<file path="src/verilog/afs_regs.vh">
`ifndef AFS_REGS_VH
`define AFS_REGS_VH
// ************************************************************
// apdu header and command codes
// ************************************************************
`define AFS_CLA_STD         8'h00
`define AFS_CLA_WRAP        8'h90
`define AFS_INS_SELECT      8'hA4
`define AFS_INS_READ_BIN    8'hB0
`define AFS_INS_UPDATE_BIN  8'hD6
`define AFS_INS_GEN_AUTH    8'h86
`define AFS_CMD_SYM_FIRST   8'h71
`define AFS_CMD_SYM_NONFRST 8'h77
`define AFS_CMD_SYM_PART2   8'hAF
`define AFS_CMD_READ_DATA   8'hAD
`define AFS_CMD_WRITE_DATA  8'h8D
`define AFS_CMD_CHANGE_KEY  8'hC4
// ************************************************************
// status words
// ************************************************************
`define AFS_SW_OK           16'h9000
`define AFS_SW_WRAP_OK      16'h9100
`define AFS_SW_WRAP_MORE    16'h91AF
`define AFS_SW_AUTH_ERR     16'h91AE
`define AFS_SW_LEN_ERR      16'h6700
`define AFS_SW_INS_ERR      16'h6D00
`define AFS_SW_CLA_ERR      16'h6E00
// ************************************************************
// framing figures
// ************************************************************
`define AFS_IFS_BYTES       9'd254
`define AFS_FRAME_OVERHEAD  9'd6
`define AFS_IDLE_BYTE       8'hFF
`define AFS_WAW_LEN         3'd6
`define AFS_WAW_B0          8'hA5
`define AFS_WAW_B1          8'h82
`define AFS_WAW_B2          8'h00
`define AFS_WAW_B3          8'h00
`define AFS_WAW_B4          8'h89
`define AFS_WAW_B5          8'hE0
`endif

</file>
<file path="src/verilog/afs_apdu_session.v">
`timescale 1ns/10ps
`include "afs_regs.vh"
// What this block does
// - second write drops response, returns error frame
// - wrapped native commands and the listed standard commands are executed
// - command code, headers, data; code then data
// - only select, read, update and general authenticate standard commands
// - plain params lsb first, crypto msb first
// - standard command params always msb first
// - header four bytes; lc one or three
// - le zero; wrapped commands require zero le
// - response data up to le, then sw
// - chaining on read/write data and binary
// - long responses split to host frame size
// - oversized chained header gives length error
// - chained frames handled as one frame
// - large writes start before chain ends
// - fitting writes stored atomically or not
// - one session, bound to opening interface
// - listed events close current session
// - reset leaves unauthenticated, key invalid
// - first part accepted enters pending state
// - sym success aes state, asym ecc state
// - gated clock makes reads all ones
// - any auth error returns unauthenticated
module afs_apdu_session #(
  parameter BUF_BYTES = 256,
  parameter FSD_BYTES = 64
) (
  input  wire        clk_sys_in,
  input  wire        rstn_in,
  input  wire        frame_start_in,
  input  wire        frame_byte_valid_in,
  input  wire [7:0]  frame_byte_in,
  input  wire        frame_end_in,
  input  wire        frame_chain_in,
  input  wire        frame_iface_in,
  input  wire        rd_strobe_in,
  input  wire        clock_gated_in,
  input  wire        auth_ok_in,
  input  wire        auth_fail_in,
  input  wire [3:0]  key_no_in,
  input  wire        halt_in,
  input  wire        link_clk_in,
  output wire [7:0]  rd_byte_out,
  output reg         cmd_valid_out,
  output reg  [1:0]  cmd_kind_out,
  output reg  [7:0]  native_cmd_out,
  output reg  [15:0] p1p2_out,
  output reg  [15:0] lc_out,
  output reg         write_commit_out,
  output reg         write_stream_out,
  output reg  [7:0]  write_byte_out,
  output reg         write_byte_valid_out,
  output reg  [15:0] status_word_out,
  output reg         status_valid_out,
  output reg  [1:0]  session_state_out,
  output reg         session_iface_out,
  output reg  [4:0]  session_key_ref_out,
  output reg         sm_active_out,
  output reg         link_edge_out,
  output reg  [15:0] resp_chunk_out
);
  // ************************************************************
  // states and kinds
  // ************************************************************
  localparam [1:0] STATE_UNAUTHENTICATED = 2'd0;
  localparam [1:0] STATE_AUTH_PENDING    = 2'd1;
  localparam [1:0] STATE_AUTH_SYMMETRIC  = 2'd2;
  localparam [1:0] STATE_AUTH_ASYMMETRIC = 2'd3;
  localparam [1:0] KIND_NONE = 2'd0;
  localparam [1:0] KIND_STD  = 2'd1;
  localparam [1:0] KIND_WRAP = 2'd2;
  localparam [2:0] P_CLA = 3'd0;
  localparam [2:0] P_INS = 3'd1;
  localparam [2:0] P_P1  = 3'd2;
  localparam [2:0] P_P2  = 3'd3;
  localparam [2:0] P_LEN = 3'd4;
  localparam [2:0] P_DAT = 3'd5;
  localparam [2:0] P_LE  = 3'd6;
  localparam [15:0] BUF_LIMIT = BUF_BYTES;
  localparam [15:0] FSD_LIMIT = FSD_BYTES;
  // ************************************************************
  // link clock sampling
  // ************************************************************
  // only lclk_s2 feeds logic; s1 may still be settling
  reg lclk_s1;
  reg lclk_s2;
  reg lclk_d;
  always @(posedge clk_sys_in or negedge rstn_in) begin
    if (!rstn_in) begin
      lclk_s1       <= 1'b0;
      lclk_s2       <= 1'b0;
      lclk_d        <= 1'b0;
      link_edge_out <= 1'b0;
    end else begin
      lclk_s1       <= link_clk_in;
      lclk_s2       <= lclk_s1;
      lclk_d        <= lclk_s2;
      link_edge_out <= lclk_s2 & ~lclk_d;
    end
  end
  // ************************************************************
  // parser state
  // ************************************************************
  reg  [2:0]  phase;
  reg  [7:0]  cla;
  reg  [7:0]  ins;
  reg  [1:0]  len_idx;
  reg  [15:0] lc_acc;
  reg  [15:0] data_cnt;
  reg  [15:0] total_cnt;
  reg  [7:0]  first_data;
  reg         extended;
  reg  [15:0] le_acc;
  // data-field copy so a fitting write lands all or nothing
  reg  [7:0]  stage [0:BUF_BYTES-1];
  reg         resp_pending;
  reg         waw_active;
  reg         in_chain;
  wire        waw_done;
  wire        is_wrap = (cla == `AFS_CLA_WRAP);
  wire        is_std  = (cla == `AFS_CLA_STD);
  wire        std_ok  = (ins == `AFS_INS_SELECT) || (ins == `AFS_INS_READ_BIN) ||
                        (ins == `AFS_INS_UPDATE_BIN) || (ins == `AFS_INS_GEN_AUTH);
  wire        is_write = (is_wrap && ins == `AFS_CMD_WRITE_DATA) ||
                         (is_std && ins == `AFS_INS_UPDATE_BIN);
  wire        chainable = is_write || (is_wrap && ins == `AFS_CMD_READ_DATA) ||
                          (is_std && ins == `AFS_INS_READ_BIN);
  wire        big_write = is_write && (lc_acc > BUF_LIMIT);
  wire        byte_in   = frame_byte_valid_in && !clock_gated_in;
  wire        native_first = is_wrap && (ins == `AFS_CMD_SYM_FIRST || ins == `AFS_CMD_SYM_NONFRST);
  wire        asym_first   = is_std && ins == `AFS_INS_GEN_AUTH;
  wire        auth_start   = native_first || asym_first;
  wire        second_part  = is_wrap && ins == `AFS_CMD_SYM_PART2;
  afs_resp_mux u_resp_mux (
    .clk_sys_in     (clk_sys_in),
    .rstn_in        (rstn_in),
    .clock_gated_in (clock_gated_in),
    .waw_active_in  (waw_active),
    .rd_strobe_in   (rd_strobe_in),
    .resp_byte_in   (resp_chunk_out[7:0]),
    .rd_byte_out    (rd_byte_out),
    .waw_done_out   (waw_done)
  );
  // ************************************************************
  // apdu byte parser
  // ************************************************************
  always @(posedge clk_sys_in or negedge rstn_in) begin
    if (!rstn_in) begin
      phase      <= P_CLA;
      cla        <= 8'h00;
      ins        <= 8'h00;
      p1p2_out   <= 16'h0000;
      len_idx    <= 2'd0;
      lc_acc     <= 16'h0000;
      le_acc     <= 16'h0000;
      data_cnt   <= 16'h0000;
      total_cnt  <= 16'h0000;
      first_data <= 8'h00;
      extended   <= 1'b0;
      in_chain   <= 1'b0;
      write_stream_out     <= 1'b0;
      write_byte_out       <= 8'h00;
      write_byte_valid_out <= 1'b0;
    end else begin
      write_byte_valid_out <= 1'b0;
      if (frame_start_in && !in_chain) begin
        phase     <= P_CLA;
        len_idx   <= 2'd0;
        lc_acc    <= 16'h0000;
        le_acc    <= 16'h0000;
        data_cnt  <= 16'h0000;
        total_cnt <= 16'h0000;
        extended  <= 1'b0;
        write_stream_out <= 1'b0;
      end else if (byte_in) begin
        total_cnt <= total_cnt + 16'd1;
        case (phase)
          P_CLA: begin
            cla   <= frame_byte_in;
            phase <= P_INS;
          end
          P_INS: begin
            ins   <= frame_byte_in;
            phase <= P_P1;
          end
          P_P1: begin
            p1p2_out[15:8] <= frame_byte_in;
            phase          <= P_P2;
          end
          P_P2: begin
            p1p2_out[7:0] <= frame_byte_in;
            phase         <= P_LEN;
          end
          P_LEN: begin
            // one-byte lc, or 00 then two msb-first bytes
            if (len_idx == 2'd0) begin
              first_data <= frame_byte_in;
              if (frame_byte_in == 8'h00) begin
                extended <= 1'b1;
                len_idx  <= 2'd1;
              end else begin
                lc_acc <= {8'h00, frame_byte_in};
                phase  <= P_DAT;
              end
            end else if (len_idx == 2'd1) begin
              lc_acc[15:8] <= frame_byte_in;
              len_idx      <= 2'd2;
            end else begin
              lc_acc[7:0] <= frame_byte_in;
              phase       <= (lc_acc[15:8] == 8'h00 && frame_byte_in == 8'h00) ? P_LE : P_DAT;
            end
          end
          P_DAT: begin
            if (data_cnt < BUF_LIMIT)
              stage[data_cnt[7:0]] <= frame_byte_in;
            if (big_write) begin
              write_stream_out     <= 1'b1;
              // wire order kept: lsb-first and msb-first fields pass as sent
              write_byte_out       <= frame_byte_in;
              write_byte_valid_out <= 1'b1;
            end
            data_cnt <= data_cnt + 16'd1;
            if (data_cnt + 16'd1 == lc_acc)
              phase <= P_LE;
          end
          // le may be one to three bytes; the last two count
          P_LE: le_acc <= {le_acc[7:0], frame_byte_in};
          default: phase <= P_CLA;
        endcase
      end
      if (frame_end_in)
        in_chain <= frame_chain_in && chainable;
    end
  end
  // ************************************************************
  // dispatch, status word and session machine
  // ************************************************************
  reg       owner_err;
  reg [1:0] kind;
  reg [1:0] next_state;
  always @* begin
    kind = KIND_NONE;
    if (is_wrap)
      kind = KIND_WRAP;
    else if (is_std && std_ok)
      kind = KIND_STD;
  end
  always @* begin
    next_state = session_state_out;
    // halt and failure outrank a late success
    if (halt_in)
      next_state = STATE_UNAUTHENTICATED;
    else if (auth_fail_in)
      next_state = STATE_UNAUTHENTICATED;
    else if (auth_ok_in && session_state_out == STATE_AUTH_PENDING)
      next_state = asym_first ? STATE_AUTH_ASYMMETRIC : STATE_AUTH_SYMMETRIC;
  end
  always @(posedge clk_sys_in or negedge rstn_in) begin
    if (!rstn_in) begin
      cmd_valid_out       <= 1'b0;
      cmd_kind_out        <= KIND_NONE;
      native_cmd_out      <= 8'h00;
      lc_out              <= 16'h0000;
      write_commit_out    <= 1'b0;
      status_word_out     <= 16'h0000;
      status_valid_out    <= 1'b0;
      session_state_out   <= STATE_UNAUTHENTICATED;
      session_iface_out   <= 1'b0;
      session_key_ref_out <= 5'h00;
      sm_active_out       <= 1'b0;
      resp_pending        <= 1'b0;
      waw_active          <= 1'b0;
      resp_chunk_out      <= 16'h0000;
      owner_err           <= 1'b0;
    end else begin
      cmd_valid_out    <= 1'b0;
      write_commit_out <= 1'b0;
      status_valid_out <= 1'b0;
      owner_err        <= 1'b0;
      session_state_out <= next_state;
      if (next_state == STATE_UNAUTHENTICATED)
        session_key_ref_out <= 5'h00;
      // only the symmetric scheme remembers a key
      if (auth_ok_in && session_state_out == STATE_AUTH_PENDING && !asym_first)
        session_key_ref_out <= {1'b1, key_no_in};
      sm_active_out <= (next_state == STATE_AUTH_SYMMETRIC) || (next_state == STATE_AUTH_ASYMMETRIC);
      // the error frame replaces the dropped reply, so nothing stays owed
      if ((rd_strobe_in && !waw_active) || waw_done)
        resp_pending <= 1'b0;
      if (waw_done)
        waw_active <= 1'b0;
      if (frame_end_in && !(frame_chain_in && chainable)) begin
        if (resp_pending)
          waw_active <= 1'b1;
        resp_pending <= 1'b1;
        cmd_kind_out <= kind;
        lc_out       <= lc_acc;
        // long replies go out in host-sized pieces
        resp_chunk_out <= (le_acc == 16'h0000 || le_acc > FSD_LIMIT) ? FSD_LIMIT : le_acc;
        // buffer plus five header bytes; oversize writes stream instead
        if (total_cnt > BUF_LIMIT + 16'd5 && !big_write) begin
          status_word_out <= `AFS_SW_LEN_ERR;
          owner_err       <= 1'b1;
        end else if (kind == KIND_NONE) begin
          status_word_out <= is_std ? `AFS_SW_INS_ERR : `AFS_SW_CLA_ERR;
          owner_err       <= 1'b1;
        end else if (is_wrap && le_acc != 16'h0000) begin
          status_word_out <= `AFS_SW_LEN_ERR;
          owner_err       <= 1'b1;
        end else if (session_state_out == STATE_AUTH_PENDING && !second_part) begin
          status_word_out   <= `AFS_SW_AUTH_ERR;
          session_state_out <= STATE_UNAUTHENTICATED;
        end else begin
          cmd_valid_out  <= 1'b1;
          native_cmd_out <= is_wrap ? ins : 8'h00;
          status_word_out <= is_wrap ? `AFS_SW_WRAP_OK : `AFS_SW_OK;
          if (is_write && !big_write)
            write_commit_out <= 1'b1;
          // a new first part drops any open session at once
          if (auth_start) begin
            session_state_out   <= STATE_AUTH_PENDING;
            session_iface_out   <= frame_iface_in;
            session_key_ref_out <= 5'h00;
          end
          if ((is_std && ins == `AFS_INS_SELECT) ||
              (is_wrap && ins == `AFS_CMD_CHANGE_KEY && first_data[3:0] == session_key_ref_out[3:0]))
            session_state_out <= STATE_UNAUTHENTICATED;
        end
        status_valid_out <= 1'b1;
      end
      // closes one cycle after the error, so that
      // reply still leaves in secure messaging mode
      if (owner_err && frame_iface_in == session_iface_out)
        session_state_out <= STATE_UNAUTHENTICATED;
    end
  end
endmodule

</file>
<file path="src/verilog/afs_resp_mux.v">
`timescale 1ns/10ps
`include "afs_regs.vh"
// ************************************************************
// read-side byte source: idle, write-after-write error, or response
// ************************************************************
module afs_resp_mux (
  input  wire       clk_sys_in,
  input  wire       rstn_in,
  input  wire       clock_gated_in,
  input  wire       waw_active_in,
  input  wire       rd_strobe_in,
  input  wire [7:0] resp_byte_in,
  output reg  [7:0] rd_byte_out,
  output wire       waw_done_out
);
  reg  [2:0] waw_idx;
  reg  [7:0] waw_byte;
  assign waw_done_out = waw_active_in && rd_strobe_in && (waw_idx == `AFS_WAW_LEN - 3'd1);
  always @* begin
    case (waw_idx)
      3'd0:    waw_byte = `AFS_WAW_B0;
      3'd1:    waw_byte = `AFS_WAW_B1;
      3'd2:    waw_byte = `AFS_WAW_B2;
      3'd3:    waw_byte = `AFS_WAW_B3;
      3'd4:    waw_byte = `AFS_WAW_B4;
      default: waw_byte = `AFS_WAW_B5;
    endcase
  end
  always @(posedge clk_sys_in or negedge rstn_in) begin
    if (!rstn_in) begin
      waw_idx     <= 3'd0;
      rd_byte_out <= `AFS_IDLE_BYTE;
    end else begin
      if (clock_gated_in)
        rd_byte_out <= `AFS_IDLE_BYTE;
      else if (waw_active_in)
        rd_byte_out <= waw_byte;
      else
        rd_byte_out <= resp_byte_in;
      if (!waw_active_in)
        waw_idx <= 3'd0;
      else if (rd_strobe_in)
        waw_idx <= waw_done_out ? 3'd0 : waw_idx + 3'd1;
    end
  end
endmodule
</file>
<file path="config.mk">
export PLATFORM = sky130hd
export DESIGN_NAME = afs_apdu_session
export DESIGN_NICKNAME = d
export VERILOG_FILES = /design/src/verilog/afs_apdu_session.v /design/src/verilog/afs_resp_mux.v
export VERILOG_INCLUDE_DIRS = /design/src /design/src/verilog
export SDC_FILE = /design/constraint.sdc
export NUM_CORES = 1
export LEC_CHECK = 0
export ABC_AREA = 1
export BUFFER_PORTS_ARGS = -buffer_cell sky130_fd_sc_hd__buf_2
export CAP_MARGIN = 20
export CORE_ASPECT_RATIO = 0.9
export CORE_MARGIN = 10
export CORE_UTILIZATION = 30
export DETAILED_ROUTE_END_ITERATION = 7
export PLACE_DENSITY_LB_ADDON = 0.25
export SYNTH_ARGS = -nofsm -noshare
export SYNTH_HDL_FRONTEND = slang
export SYNTH_SLANG_ARGS = --single-unit
</file>
<file path="constraint.sdc">
create_clock -name clk_sys_in -period 4.55 [get_ports clk_sys_in]
set_input_delay 0.2275 -clock clk_sys_in [delete_from_list [all_inputs] [get_ports clk_sys_in]]
set_output_delay 0.2275 -clock clk_sys_in [all_outputs]
set_load 0.05 [all_outputs]
</file>
* After elaboration in Yosys (flattened, before gate mapping)
Cells that the tools add are included.
** Word-level totals
- Output and inout port bits :: 105
- Logic and storage cells :: 260
- Bits in registers :: 204
** Cells by class
- $add $sub $neg :: 3
- Reductions and logical operators :: 79
- Bitwise operators :: 7
- Equal/unequal tests :: 37
- $lt $le $gt $ge :: 3
- Multiplexer cells :: 94
** Operator list (count)
- two-way mux 16 bit :: 17
- == test 8 bit, second input constant :: 9
- two-way mux 5 bit :: 8
- two-way mux 8 bit :: 5
- two-way mux 2 bit :: 19
- adder 16 x 1 -> 16 bit, second input constant :: 2
- > comparator 16 x 9 -> 1 bit, second input constant :: 2
- one-hot mux 8 bit (4 select lines) :: 1
- two-way mux 1 bit :: 31
- logical AND 1 bit :: 27
- two-way mux 3 bit :: 9
- logical NOT 8 bit :: 3
- one-hot mux 3 bit (7 select lines) :: 1
- AND reduction 4 bit :: 5
- two-way mux 9 bit :: 2
- == test 16 bit :: 1
- == test 8 x 7 -> 1 bit, second input constant :: 2
- > comparator 16 x 7 -> 1 bit, second input constant :: 1
- logical NOT 16 bit :: 1
- nonzero test 16 bit :: 1
- == test 3 bit, second input constant :: 5
- AND reduction 3 bit :: 5
- == test 3 x 2 -> 1 bit, second input constant :: 4
- logical OR 1 bit :: 12
- 22 further kinds :: 50

* Logic depth before layout (Yosys ltp)
Gate-level depths: netlist of run 1.
- Depth after elaboration :: 15
- Depth in mapped cells :: 18
- Depth with buffers taken out :: 18

* Hierarchy
Synthesis of run 1 repeated with hierarchy kept, for this count alone.
** Second synthesis, totals
- Cells, all modules :: 1104
- Area, all modules :: 9113.7 µm²
** Modules (own cells, without submodules)
- afs_apdu_session :: sequential area each 4579.4 µm², cells each 1047, instances 1, area an instance 8567.0 µm²
- afs_resp_mux :: sequential area each 285.3 µm², cells each 57, instances 1, area an instance 546.8 µm²

* Least setup slack after synthesis of run 1
OpenSTA, ideal clock, no wires.
- Path type :: register to register
- Start :: register cla[5]
- End :: register session_iface_out
- Path slack :: 2.701 ns
- Path buffers :: 1
- Period minus slack after synthesis :: 1.849 ns
- Arrival time :: 1.729 ns
- Cell stages (with the launch flop) :: 13
- Required time :: 4.431 ns
- Path through :: dfrtp_1 > nor2_1 > nand3_1 > nor2_1 > buf_2 > inv_2 > or3_1 > nand2_2 > nand2_4 > inv_2 > nand2_2 > nand2_1 > nand2_1
** On the way
- Cells in the longest elaborated chain, start to end :: 9
** RTL lines
- start: declaration :: RTL line afs_apdu_session.v:107 : reg [7:0] cla;
- start signal: assignment :: RTL line afs_apdu_session.v:181 : cla <= frame_byte_in;
- == test 8 bit (no source line) / logical NOT 8 bit (equally long branches)
- logical AND 1 bit (no source line)
- logical OR 1 bit :: RTL line afs_apdu_session.v:126 : wire is_write = (is_wrap && ins == `AFS_CMD_WRITE_DATA) ||
- logical OR 1 bit (2 in series) :: RTL line afs_apdu_session.v:128 : wire chainable = is_write || (is_wrap && ins == `AFS_CMD_READ_DATA) ||
- logical AND 1 bit :: RTL line afs_apdu_session.v:294 : if (frame_end_in && !(frame_chain_in && chainable)) begin
- logical NOT 1 bit :: RTL line afs_apdu_session.v:294
- logical AND 1 bit :: RTL line afs_apdu_session.v:294
- AND reduction 6 bit (no source line) (*)
- end signal: assignment :: RTL line afs_apdu_session.v:324 : session_iface_out <= frame_iface_in;
- end: declaration :: RTL line afs_apdu_session.v:58 : output reg session_iface_out,
Mark *: on every way between the ends. The rest lies on a longest branch, timed or not.
A chain may end at the register's enable or synchronous reset.

* Worst setup path after layout of run 1
- Start :: register cla[5]
- End :: register session_key_ref_out[1]
** On the way
- Cells in the longest elaborated chain, start to end :: 15
** RTL lines
- logical NOT 8 bit (no source line)
- logical AND 1 bit (no source line)
- two-way mux 1 bit :: RTL line afs_apdu_session.v:258 : next_state = asym_first ? STATE_AUTH_ASYMMETRIC : STATE_AUTH_SYMMETRIC;
- two-way mux 2 bit :: RTL line afs_apdu_session.v:257 : else if (auth_ok_in && session_state_out == STATE_AUTH_PENDING)
- two-way mux 2 bit :: RTL line afs_apdu_session.v:255 : else if (auth_fail_in)
- two-way mux 2 bit :: RTL line afs_apdu_session.v:253 : if (halt_in)
- logical NOT 2 bit :: RTL line afs_apdu_session.v:283 : if (next_state == STATE_UNAUTHENTICATED)
- two-way mux 5 bit :: RTL line afs_apdu_session.v:283
- two-way mux 5 bit :: RTL line afs_apdu_session.v:286 : if (auth_ok_in && session_state_out == STATE_AUTH_PENDING && !asym_first)
- two-way mux 5 bit :: RTL line afs_apdu_session.v:322 : if (auth_start) begin
- two-way mux 5 bit :: RTL line afs_apdu_session.v:312 : end else if (session_state_out == STATE_AUTH_PENDING && !second_part) begin
- two-way mux 5 bit :: RTL line afs_apdu_session.v:309 : end else if (is_wrap && le_acc != 16'h0000) begin
- two-way mux 5 bit :: RTL line afs_apdu_session.v:306 : end else if (kind == KIND_NONE) begin
- two-way mux 5 bit :: RTL line afs_apdu_session.v:303 : if (total_cnt > BUF_LIMIT + 16'd5 && !big_write) begin
- two-way mux 5 bit (*) :: RTL line afs_apdu_session.v:294
- end signal: assignment :: RTL line afs_apdu_session.v:287 : session_key_ref_out <= {1'b1, key_no_in};
- end: declaration :: RTL line afs_apdu_session.v:59 : output reg [4:0] session_key_ref_out,
Marks and branches as above.

==> results of run 1 <==
==> power by group through the flow <==
stage	clock (W)	combinational [W]	sequential (W)
floorplan	0	0.000512	0.00253
detailed placement	0	0.00118	0.00221
global placement	0	0.00117	0.00221
global route	0.00166	0.00131	0.00222
finish	0.00154	0.00118	0.00218
CTS	0.00160	0.00119	0.00218
==> timing repair <==
action,CTS,global route
gates resized for setup,0,0
endpoints found under the hold margin,108,0
setup endpoints to repair,0,0
hold buffers,2,0
==> cell type report <==
class	instances	area share (%)
multi-input cells	711	31.7
clock inverters	13	1.34
flip-flops and latches	194	46.0
clock buffers	19	4.28
well taps	396	4.69
diodes	1	0.0237
inverters	151	5.37
repair buffers	132	6.64
==> cell usage in the layout, fill, tap and decap left out, types with 2 or more instances in the layout <==
master	count
nor4_1	2
a31oi_1	2
buf_2	125
nor2_4	2
o21ai_1	10
nor3_1	12
o211ai_1	6
clkbuf_16	17
dfrtp_1	186
buf_4	3
nand3_1	79
clkinv_1	2
xor2_1	5
inv_1	144
inv_2	4
conb_1	3
nand4_1	21
o22ai_1	21
clkbuf_8	3
nor2_2	4
a21oi_1	25
clkinv_4	2
dfstp_2	8
inv_8	4
clkinvlp_4	3
dlygate4sd3_1	2
a22o_1	2
inv_6	3
a211oi_1	3
nand2_1	259
ha_1	7
o21ai_0	128
nand2_2	5
nor2_1	99
==> per-stage QoR <==
step	std cells	hold slack (ns)	setup slack, ns
floorplan	1092	-0.0681	2.70
global placement	1581	0.334	1.49
detailed placement	1581	0.335	1.41
CTS	1615	0.0000292	1.36
global route	1616	0.0242	0.935
finish	1617	0.0193	1.37
==> layer usage <==
| layer | vias to the layer above | share of wire (%) | global-route usage (%) |
|---|---|---|---|
| met5 | - | 0 | 0 |
| met4 | 0 | 0.89 | 3.07 |
| met3 | 16 | 5.9 | 3.63 |
| met2 | 164 | 45 | 20.4 |
| met1 | 3480 | 48 | 18.6 |
| li1 | 3770 | - | - |
==> sequential cells by signal, indices dropped and copies added, names as in the netlist, 3 cells and up <==
name                    flops
p1p2_out                   16
phase                       3
cla                         8
resp_chunk_out             16
le_acc                     16
write_byte_out              8
u_resp_mux.waw_idx          3
first_data                  4
total_cnt                  16
lc_acc                     16
ins                         8
status_word_out             6
data_cnt                   16
u_resp_mux.rd_byte_out      8
native_cmd_out              8
lc_out                     16
session_key_ref_out         5
==> tightest hold or removal path: cells and delay by family <==
kind | cells | cell delay (ns)
AOI/OAI and AO/OA | 2 | 0.10
buffers and inverters | 1 | 0.10
==> worst min path at each step <==
stage	from	to	cells after the start
after global routing	clock_gated_in	u_resp_mux.rd_byte_out[0]$_DFF_PN1_	3
final	clock_gated_in	u_resp_mux.rd_byte_out[0]$_DFF_PN1_	3
after detailed placement	lclk_s1$_DFF_PN0_	lclk_s2$_DFF_PN0_	0
after CTS	clock_gated_in	u_resp_mux.rd_byte_out[0]$_DFF_PN1_	3
after global placement	lclk_s1$_DFF_PN0_	lclk_s2$_DFF_PN0_	0
after floorplan	rstn_in	cla[0]$_DFFE_PN0P_	0
==> kinds of logic after synthesis <==
logic type	synth area share, %
compound gates	12.2
xor+xnor	0.489
fa+ha+maj	0.978
buf+inv	8.41
flops	54.3
other cells	0.0419
simple gates	23.6
==> flow_summary.ini, run 1 <==
[outcome]
status = completed

[cells_and_area]
fin_nets = 1239
multiInputGateArea_um2 = 3350
synthToLayoutAreaGrowth_pct = 18.0
seqCellArea_um2 = 4860
layout-drive-gt1-share_pct = 15.8
final_core_util_pct = 36.3
final_cell_area_um2 = 10600
n_fill_cell = 3042

[power_and_ir_drop]
power_frac_comb_pct = 24.0
power_density_nw_per_um2 = 463
peakVddDrop_mv = 0.401
total_power_w = 0.00490
switching_share_pct = 37.2
power.leakage_nw = 5.21
switching_power_w = 0.00182
seq_power_share_pct = 44.5
p_int_w = 0.00307
p_clk_share_pct = 31.5

[place]
port_buffers = 126
dp_hpwl_um = 18200
dpl_cell_area_um2 = 9950
gp_congestion = 0.823

[logic_synthesis]
yosysSeqAreaShare_pct = 54.3
synth.avg_cell_area_um2 = 8.22
synthFlopType = dfrtp_1
yosysTopAreaCellShare_pct = 52.0
ys_types = 47
synth_area_leaders = dfrtp_1 52%, nand2_1 11%, o21ai_0 7.2%
postSynth.asyncResetShare_pct = 100
synth.most_common_cell = nand2_1
synth_area_leader_cell = dfrtp_1
syn-cell-area_um2 = 8960
ys_seq_elements = 194
synth_common_cells = 259 x nand2_1, 186 x dfrtp_1, 144 x inv_1
synth_edf_count = 0
synth_cells = 1090
ys_warn_count = 0

[setup_path]
r2r_cells = 15
crit_family = simple AND/OR/NAND/NOR gates
crit_chain = nor2_1 -> nand3_1 -> nor2_1 -> nand2_1 -> a21oi_1 -> o21ai_1 -> nand2_2 -> inv_1 -> nand2_2 -> clkinv_2 -> nand2_4 -> inv_2 -> nand2_2 -> nand2_1 -> inv_1
slowest_delay_ns = 0.63
r2r_slack_ns = 1.37
reg2reg_from = cla[5]$_DFFE_PN0P_
cp-startpoint = cla[5]$_DFFE_PN0P_
critical_path_buf_inv_count = 4
criticalPathCategory = flip-flop to flip-flop
path_max_fanout = 44
crit_cells = 15
cp-start-kind = flip-flop
path_common_cell = nand2_2
cp-end-kind = flip-flop
setup.worst_path.end = session_key_ref_out[1]$_DFF_PN0_
arrival_ns = 3.56
cp_slowest_cell = nor2_1
r2r_end = session_key_ref_out[1]$_DFF_PN0_
required_ns = 4.93

[timing]
timing.final.crit_share_pct = 69.9
final_hold_viol_count = 0
max_freq_ghz = 0.315
drv_slew = 0
fin_crit_ns = 3.18
relSlewSlack_pct = 36.7
setup_viol = 0
rsz0062_at_grt = false
skew_ns = 0.0123
tightest_slew_ns = 0.950
setup_tns_ns = 0

[worst_hold_path]
hp-class = input pin to flip-flop

[grt]
grt_antenna_before_repair = 1
grt_pass1_vias = 7211
gr-usage-all-layers_pct = 13.4
grt_pass1_wl_um = 40100
grt_max_degree = 112
grt.overflow.total = 0

[clocking]
cts_sinks = 194
post_cts_buffers = 0
cts_buffers = 17
clk_pin_slew_ns = 0.08
h-tree-depth = 4
cts_root_buf = clkbuf_16
worstSkewPairLatency_ns = 0.44
cts_tree = done
cts_buffer_depth = 2

[floorplanning]
io_pins = 130
coreArea_um2 = 29200
die_area_um2 = 37200
fp-row-count = 59
die_w_um = 202
initial_core_util_pct = 30.7
die_h_um = 184

[route]
wl_per_cell_um = 15.4
ant_nets = 0
drt-total-wl_um = 24900
drcViolationCount = 0
first_pass_iters = 6
vias_per_cell = 4.59
num_vias = 7430
initialDrtViolationCount = 503

[flow_run]
maxCapViolations = 0
(Power assumes the default switching activity.)
==> run 2, diff against run 1 <==
==> constraint.sdc (replaced) <==
create_clock -name clk_sys_in -period 3.3 [get_ports clk_sys_in]
set_input_delay 0.165 -clock clk_sys_in [delete_from_list [all_inputs] [get_ports clk_sys_in]]
set_output_delay 0.165 -clock clk_sys_in [all_outputs]
set_load 0.05 [all_outputs]
==> run 2 against run 1 <==
  * Fmax rose by 26%
  * Worst setup slack got worse by 0.59 ns
  * Critical endpoint is now session_key_ref_out[3]$_DFF_PN0_
  * Sequential share of layout area fell by 0.19 points
  * Wire length fell by 0.57%
  * Count of clock-buffer cells in the layout did not move
  * Critical path depth rose by 1
  * Sequential power rose by 39%
  * Global-route usage barely moved
  * Largest power group unchanged
  * Hold slack improved by 0.0030 ns
  * Register-to-register slack got worse by 0.59 ns
  * Die area did not move
==> flow_summary.ini, run 2 (synthesized netlist as in run 1, its figures left out) <==
[place]
place_inst = 1587
dp_hpwl_um = 18200
port_buffers = 126
gp_congestion = 0.864
dpl_cell_area_um2 = 10000

[power_and_ir_drop]
peakVddDrop_mv = 0.657
power.leakage_nw = 5.24
power_density_nw_per_um2 = 630

[setup_path]
arrival_ns = 2.90
cp-end-kind = flip-flop
criticalPathCategory = flip-flop to flip-flop
cp-start-kind = flip-flop
path_max_fanout = 31
required_ns = 3.68

[floorplanning]
io_pins = 130
coreArea_um2 = 29200
initial_core_util_pct = 30.7
die_h_um = 184
fp-row-count = 59
die_area_um2 = 37200
die_w_um = 202

[worst_hold_path]
hp-class = input pin to flip-flop

[outcome]
status = completed

[cells_and_area]
layout-drive-gt1-share_pct = 16.1
fin_nets = 1247
layout_common_cells = 259 x nand2_1, 186 x dfrtp_1, 144 x inv_1, 128 x o21ai_0, 125 x buf_2
fin_cells = 1624
insertedDiodeCount = 0
final_cell_area_um2 = 10600
final_common_cell = nand2_1
synthToLayoutAreaGrowth_pct = 18.5

[route]
vias_per_cell = 4.58
initialDrtViolationCount = 547
first_pass_iters = 4
drcViolationCount = 0
ant_nets = 0
wl_per_cell_um = 15.2
num_vias = 7442
drt-total-wl_um = 24700

[timing]
setup_viol = 0
timing.final.crit_share_pct = 76.2
max_freq_ghz = 0.398
drv_slew = 0
setup_tns_ns = 0
rsz0062_at_grt = false
tightest_slew_ns = 0.979
fin_crit_ns = 2.52
skew_ns = 0.0155
relSlewSlack_pct = 34.5
final_hold_viol_count = 0

[clocking]
cts_buffer_depth = 2
worstSkewPairLatency_ns = 0.44
cts_tree = done
post_cts_buffers = 0
h-tree-depth = 4
cts_root_buf = clkbuf_16
cts_sinks = 194
clk_pin_slew_ns = 0.08
cts_buffers = 17

[grt]
gr-usage-all-layers_pct = 13.4
grt_pass1_wl_um = 40100
grt_pass1_vias = 7334
grt.overflow.total = 0
grt_max_degree = 64
grt_antenna_before_repair = 1

[flow_run]
maxCapViolations = 0
-- run 2: critical path, stage by stage, from the launching register on --
cell and delay (ns):
dfrtp_1 0.39, nor2_1 0.19, nand3_1 0.09, nor2_1 0.24
inv_1 0.17, a21oi_1 0.16, o21ai_1 0.08, nand2_2 0.07
inv_1 0.04, buf_4 0.24, nand2_2 0.17, clkinv_2 0.10
nand2_4 0.18, inv_2 0.09, nand2_2 0.13, nand2_1 0.06
inv_1 0.05
-- run 2: report_power, final --
part | internal (W) | switching [W]
clock | 0.00103 | 0.00100
sequential | 0.00273 | 0.000286
combinational | 0.000410 | 0.00123
total | 0.00417 | 0.00251
-- run 2: cell type report --
class | instances | area [um^2]
inverter | 151 | 568
clock buffer | 19 | 453
fill | 3079 | 18500
timing repair buffer | 140 | 769
sequential | 194 | 4860
tap | 396 | 495
clock inverter | 13 | 120
multi-input combinational | 711 | 3350
-- run 2: repair_timing --
item                                    CTS  global route
hold endpoints to repair                 56             0
resized for setup                         0             0
endpoints found under the setup margin    0             0
hold buffers                              5             0
-- run 2: final timing paths --
kind	startpoint	depth (start not counted)	slack, ns	to
max	cla[5]$_DFFE_PN0P_	16	0.78	session_key_ref_out[3]$_DFF_PN0_
max reg2reg	cla[5]$_DFFE_PN0P_	16	0.78	session_key_ref_out[3]$_DFF_PN0_
min reg2reg	lclk_s1$_DFF_PN0_	0	0.35	lclk_s2$_DFF_PN0_
min	key_no_in[3]	5	0.02	session_key_ref_out[3]$_DFF_PN0_
max in group asynchronous	rstn_in	3	2.11	data_cnt[9]$_DFFE_PN0P_
min in group asynchronous	rstn_in	2	0.29	u_resp_mux.waw_idx[1]$_DFFE_PN0P_
-- run 2: metrics by stage --
stage               util [%]  power, W  setup WS (ns)  hold WS, ns
floorplan                  -   0.00421           1.45       -0.131
global placement        34.3   0.00468          0.850        0.206
detailed placement      34.3   0.00470          0.783        0.208
CTS                     36.4   0.00677          0.768     0.000330
global route            36.4   0.00709          0.443       0.0214
finish                  36.4   0.00669          0.785       0.0223
-- run 2: metal layers --
layer / global-route usage, % / part of all wire (%) / routed length [um]
met5: 0 / 0 / 0
met3: 3.21 / 4.8 / 1190
met1: 18.7 / 50 / 12300
met4: 2.98 / 0.75 / 186
met2: 20.5 / 45 / 11000
==> run 3, diff against run 2 <==
==> constraint.sdc (replaced) <==
create_clock -name clk_sys_in -period 2.35 [get_ports clk_sys_in]
set_input_delay 0.1175 -clock clk_sys_in [delete_from_list [all_inputs] [get_ports clk_sys_in]]
set_output_delay 0.1175 -clock clk_sys_in [all_outputs]
set_load 0.05 [all_outputs]
==> run 3 against run 2 <==
  * First-iteration DRC count rose by 9.3%
  * Via count rose by 2.1%
  * Register-to-register slack got worse by 0.56 ns
  * Utilization rose by 0.99 points
  * Power rose by 42%
  * Final cell count rose by 1.8%
  * Sequential power rose by 41%
  * Count of clock-buffer cells in the layout rose by 3
  * Fmax rose by 18%
  * Combinational power rose by 43%
  * Wire length rose by 2.0%
  * Sequential cell count did not move
==> flow_summary.ini, run 3 (synthesized netlist as in run 1, its figures left out) <==
[timing]
rsz0062_at_grt = false
layout_setup_ws_ns = 0.221
fin_crit_ns = 2.13
setup_tns_ns = 0
final_hold_viol_count = 0
relSlewSlack_pct = 36.5
setup_viol = 0
skew_ns = 0.0138
drv_slew = 0
max_freq_ghz = 0.470
tightest_slew_ns = 0.948
timing.final.crit_share_pct = 90.6

[route]
first_pass_iters = 5
ant_nets = 0
initialDrtViolationCount = 598
drt-total-wl_um = 25200
num_vias = 7599
wl_per_cell_um = 15.3
vias_per_cell = 4.60
drcViolationCount = 0

[cells_and_area]
insertedDiodeCount = 0
final_common_cell = nand2_1
final_core_util_pct = 37.4
final_cell_area_um2 = 10900
layout-drive-gt1-share_pct = 18.4
synthToLayoutAreaGrowth_pct = 21.8
fin_nets = 1276
layout_common_cells = 258 x nand2_1, 186 x dfrtp_1, 144 x inv_1, 127 x o21ai_0, 125 x buf_2

[floorplanning]
die_area_um2 = 37200
io_pins = 130
fp-row-count = 59
initial_core_util_pct = 30.7
die_w_um = 202
coreArea_um2 = 29200
die_h_um = 184

[setup_path]
cp-end-kind = flip-flop
r2r_end = write_byte_out[5]$_DFFE_PN0P_
cp-startpoint = phase[0]$_DFFE_PN0P_
crit_cells = 8
crit_family = simple AND/OR/NAND/NOR gates
path_common_cell = nand2_1
critical_path_buf_inv_count = 2
r2r_slack_ns = 0.22
required_ns = 2.66
cp_slowest_cell = dfrtp_1
r2r_cells = 8
arrival_ns = 2.44
criticalPathCategory = flip-flop to flip-flop
setup.worst_path.end = write_byte_out[5]$_DFFE_PN0P_
reg2reg_from = phase[0]$_DFFE_PN0P_
crit_chain = inv_1 -> nor3_1 -> nand2_1 -> nor2_4 -> nand3_1 -> buf_4 -> nand2_1 -> o21ai_0
cp-start-kind = flip-flop
path_max_fanout = 18
slowest_delay_ns = 0.44

[clocking]
clk_pin_slew_ns = 0.08
h-tree-depth = 4
cts_buffers = 17
cts_tree = done
cts_root_buf = clkbuf_16
worstSkewPairLatency_ns = 0.44
cts_sinks = 194
cts_buffer_depth = 2

[grt]
use_met1_pct = 19.1
grt_pass1_wl_um = 40900
grt_max_degree = 59
grt_antenna_before_repair = 0
met3_usage_pct = 2.70
busiest_layer = met2
grt_pass1_vias = 7478
gr-usage-all-layers_pct = 13.6
grtUsageMet2_pct = 20.7
grt.overflow.total = 0

[place]
dp_hpwl_um = 18800
dpl_cell_area_um2 = 10200
gp_congestion = 0.860
pre_cts_ws_ns = 0.106
port_buffers = 126

[power_and_ir_drop]
switching_share_pct = 37.4
power_frac_comb_pct = 24.8
switching_power_w = 0.00355
peakVddDrop_mv = 0.838
p_int_w = 0.00595
power.leakage_nw = 5.38
p_clk_share_pct = 30.4
power_density_nw_per_um2 = 870
seq_power_share_pct = 44.8

[worst_hold_path]
hp-class = input pin to flip-flop
min_path_cells = 4

[outcome]
status = completed

[flow_run]
maxCapViolations = 0
==> run 3: worst min path at each step <==
stage,start,end,slack [ns]
after floorplan,rstn_in,cla[0]$_DFFE_PN0P_,-0.18
after global placement,rstn_in,u_resp_mux.waw_idx[2]$_DFFE_PN0P_,0.16
after detailed placement,rstn_in,u_resp_mux.waw_idx[2]$_DFFE_PN0P_,0.15
after CTS,halt_in,sm_active_out$_DFF_PN0_,0.05
after global routing,halt_in,sm_active_out$_DFF_PN0_,0.14
final,halt_in,sm_active_out$_DFF_PN0_,0.08
==> run 3: worst register-to-register path, cell delays in order, from the launching register on <==
cell,delay [ns]
dfrtp_1,0.44
inv_1,0.10
nor3_1,0.36
nand2_1,0.29
nor2_4,0.28
nand3_1,0.17
buf_4,0.24
nand2_1,0.07
o21ai_0,0.07
==> run 3: cell type report <==
class	count	area, um^2
tap	396	495
sequential	194	4860
timing repair buffer	169	1010
inverter	151	568
fill	2982	18300
clock inverter	10	91.3
multi-input combinational	711	3390
clock buffer	22	484
==> run 3: per-stage QoR <==
stage,std cells,hold WS [ns],power [W]
final,1653,0.0807,0.00949
after global routing,1653,0.138,0.0100
after CTS,1649,0.0540,0.00957
after detailed placement,1607,0.150,0.00663
after global placement,1607,0.155,0.00661
after floorplan,1092,-0.178,0.00591
==> run 3: per-layer routing <==
layer  vias up  wire, um
li1       3839         -
met1      3534     12400
met2       203     11100
met3        23      1320
met4         0       359
met5         -         0
==> run 3: power groups by stage <==
stage / registers (W) / clock network, W / logic, W
after floorplan: 0.00492 / 0 / 0.000995
after global placement: 0.00431 / 0 / 0.00230
after detailed placement: 0.00430 / 0 / 0.00232
after CTS: 0.00425 / 0.00298 / 0.00234
after global routing: 0.00432 / 0.00309 / 0.00260
final: 0.00425 / 0.00289 / 0.00235
==> run 3: what timing repair did <==
action / CTS / global route
gates resized for setup: 0 / 13
endpoints found under the setup margin: 0 / 47
hold buffers: 10 / 0
buffers inserted: 0 / 4
hold endpoints to repair: 57 / 0
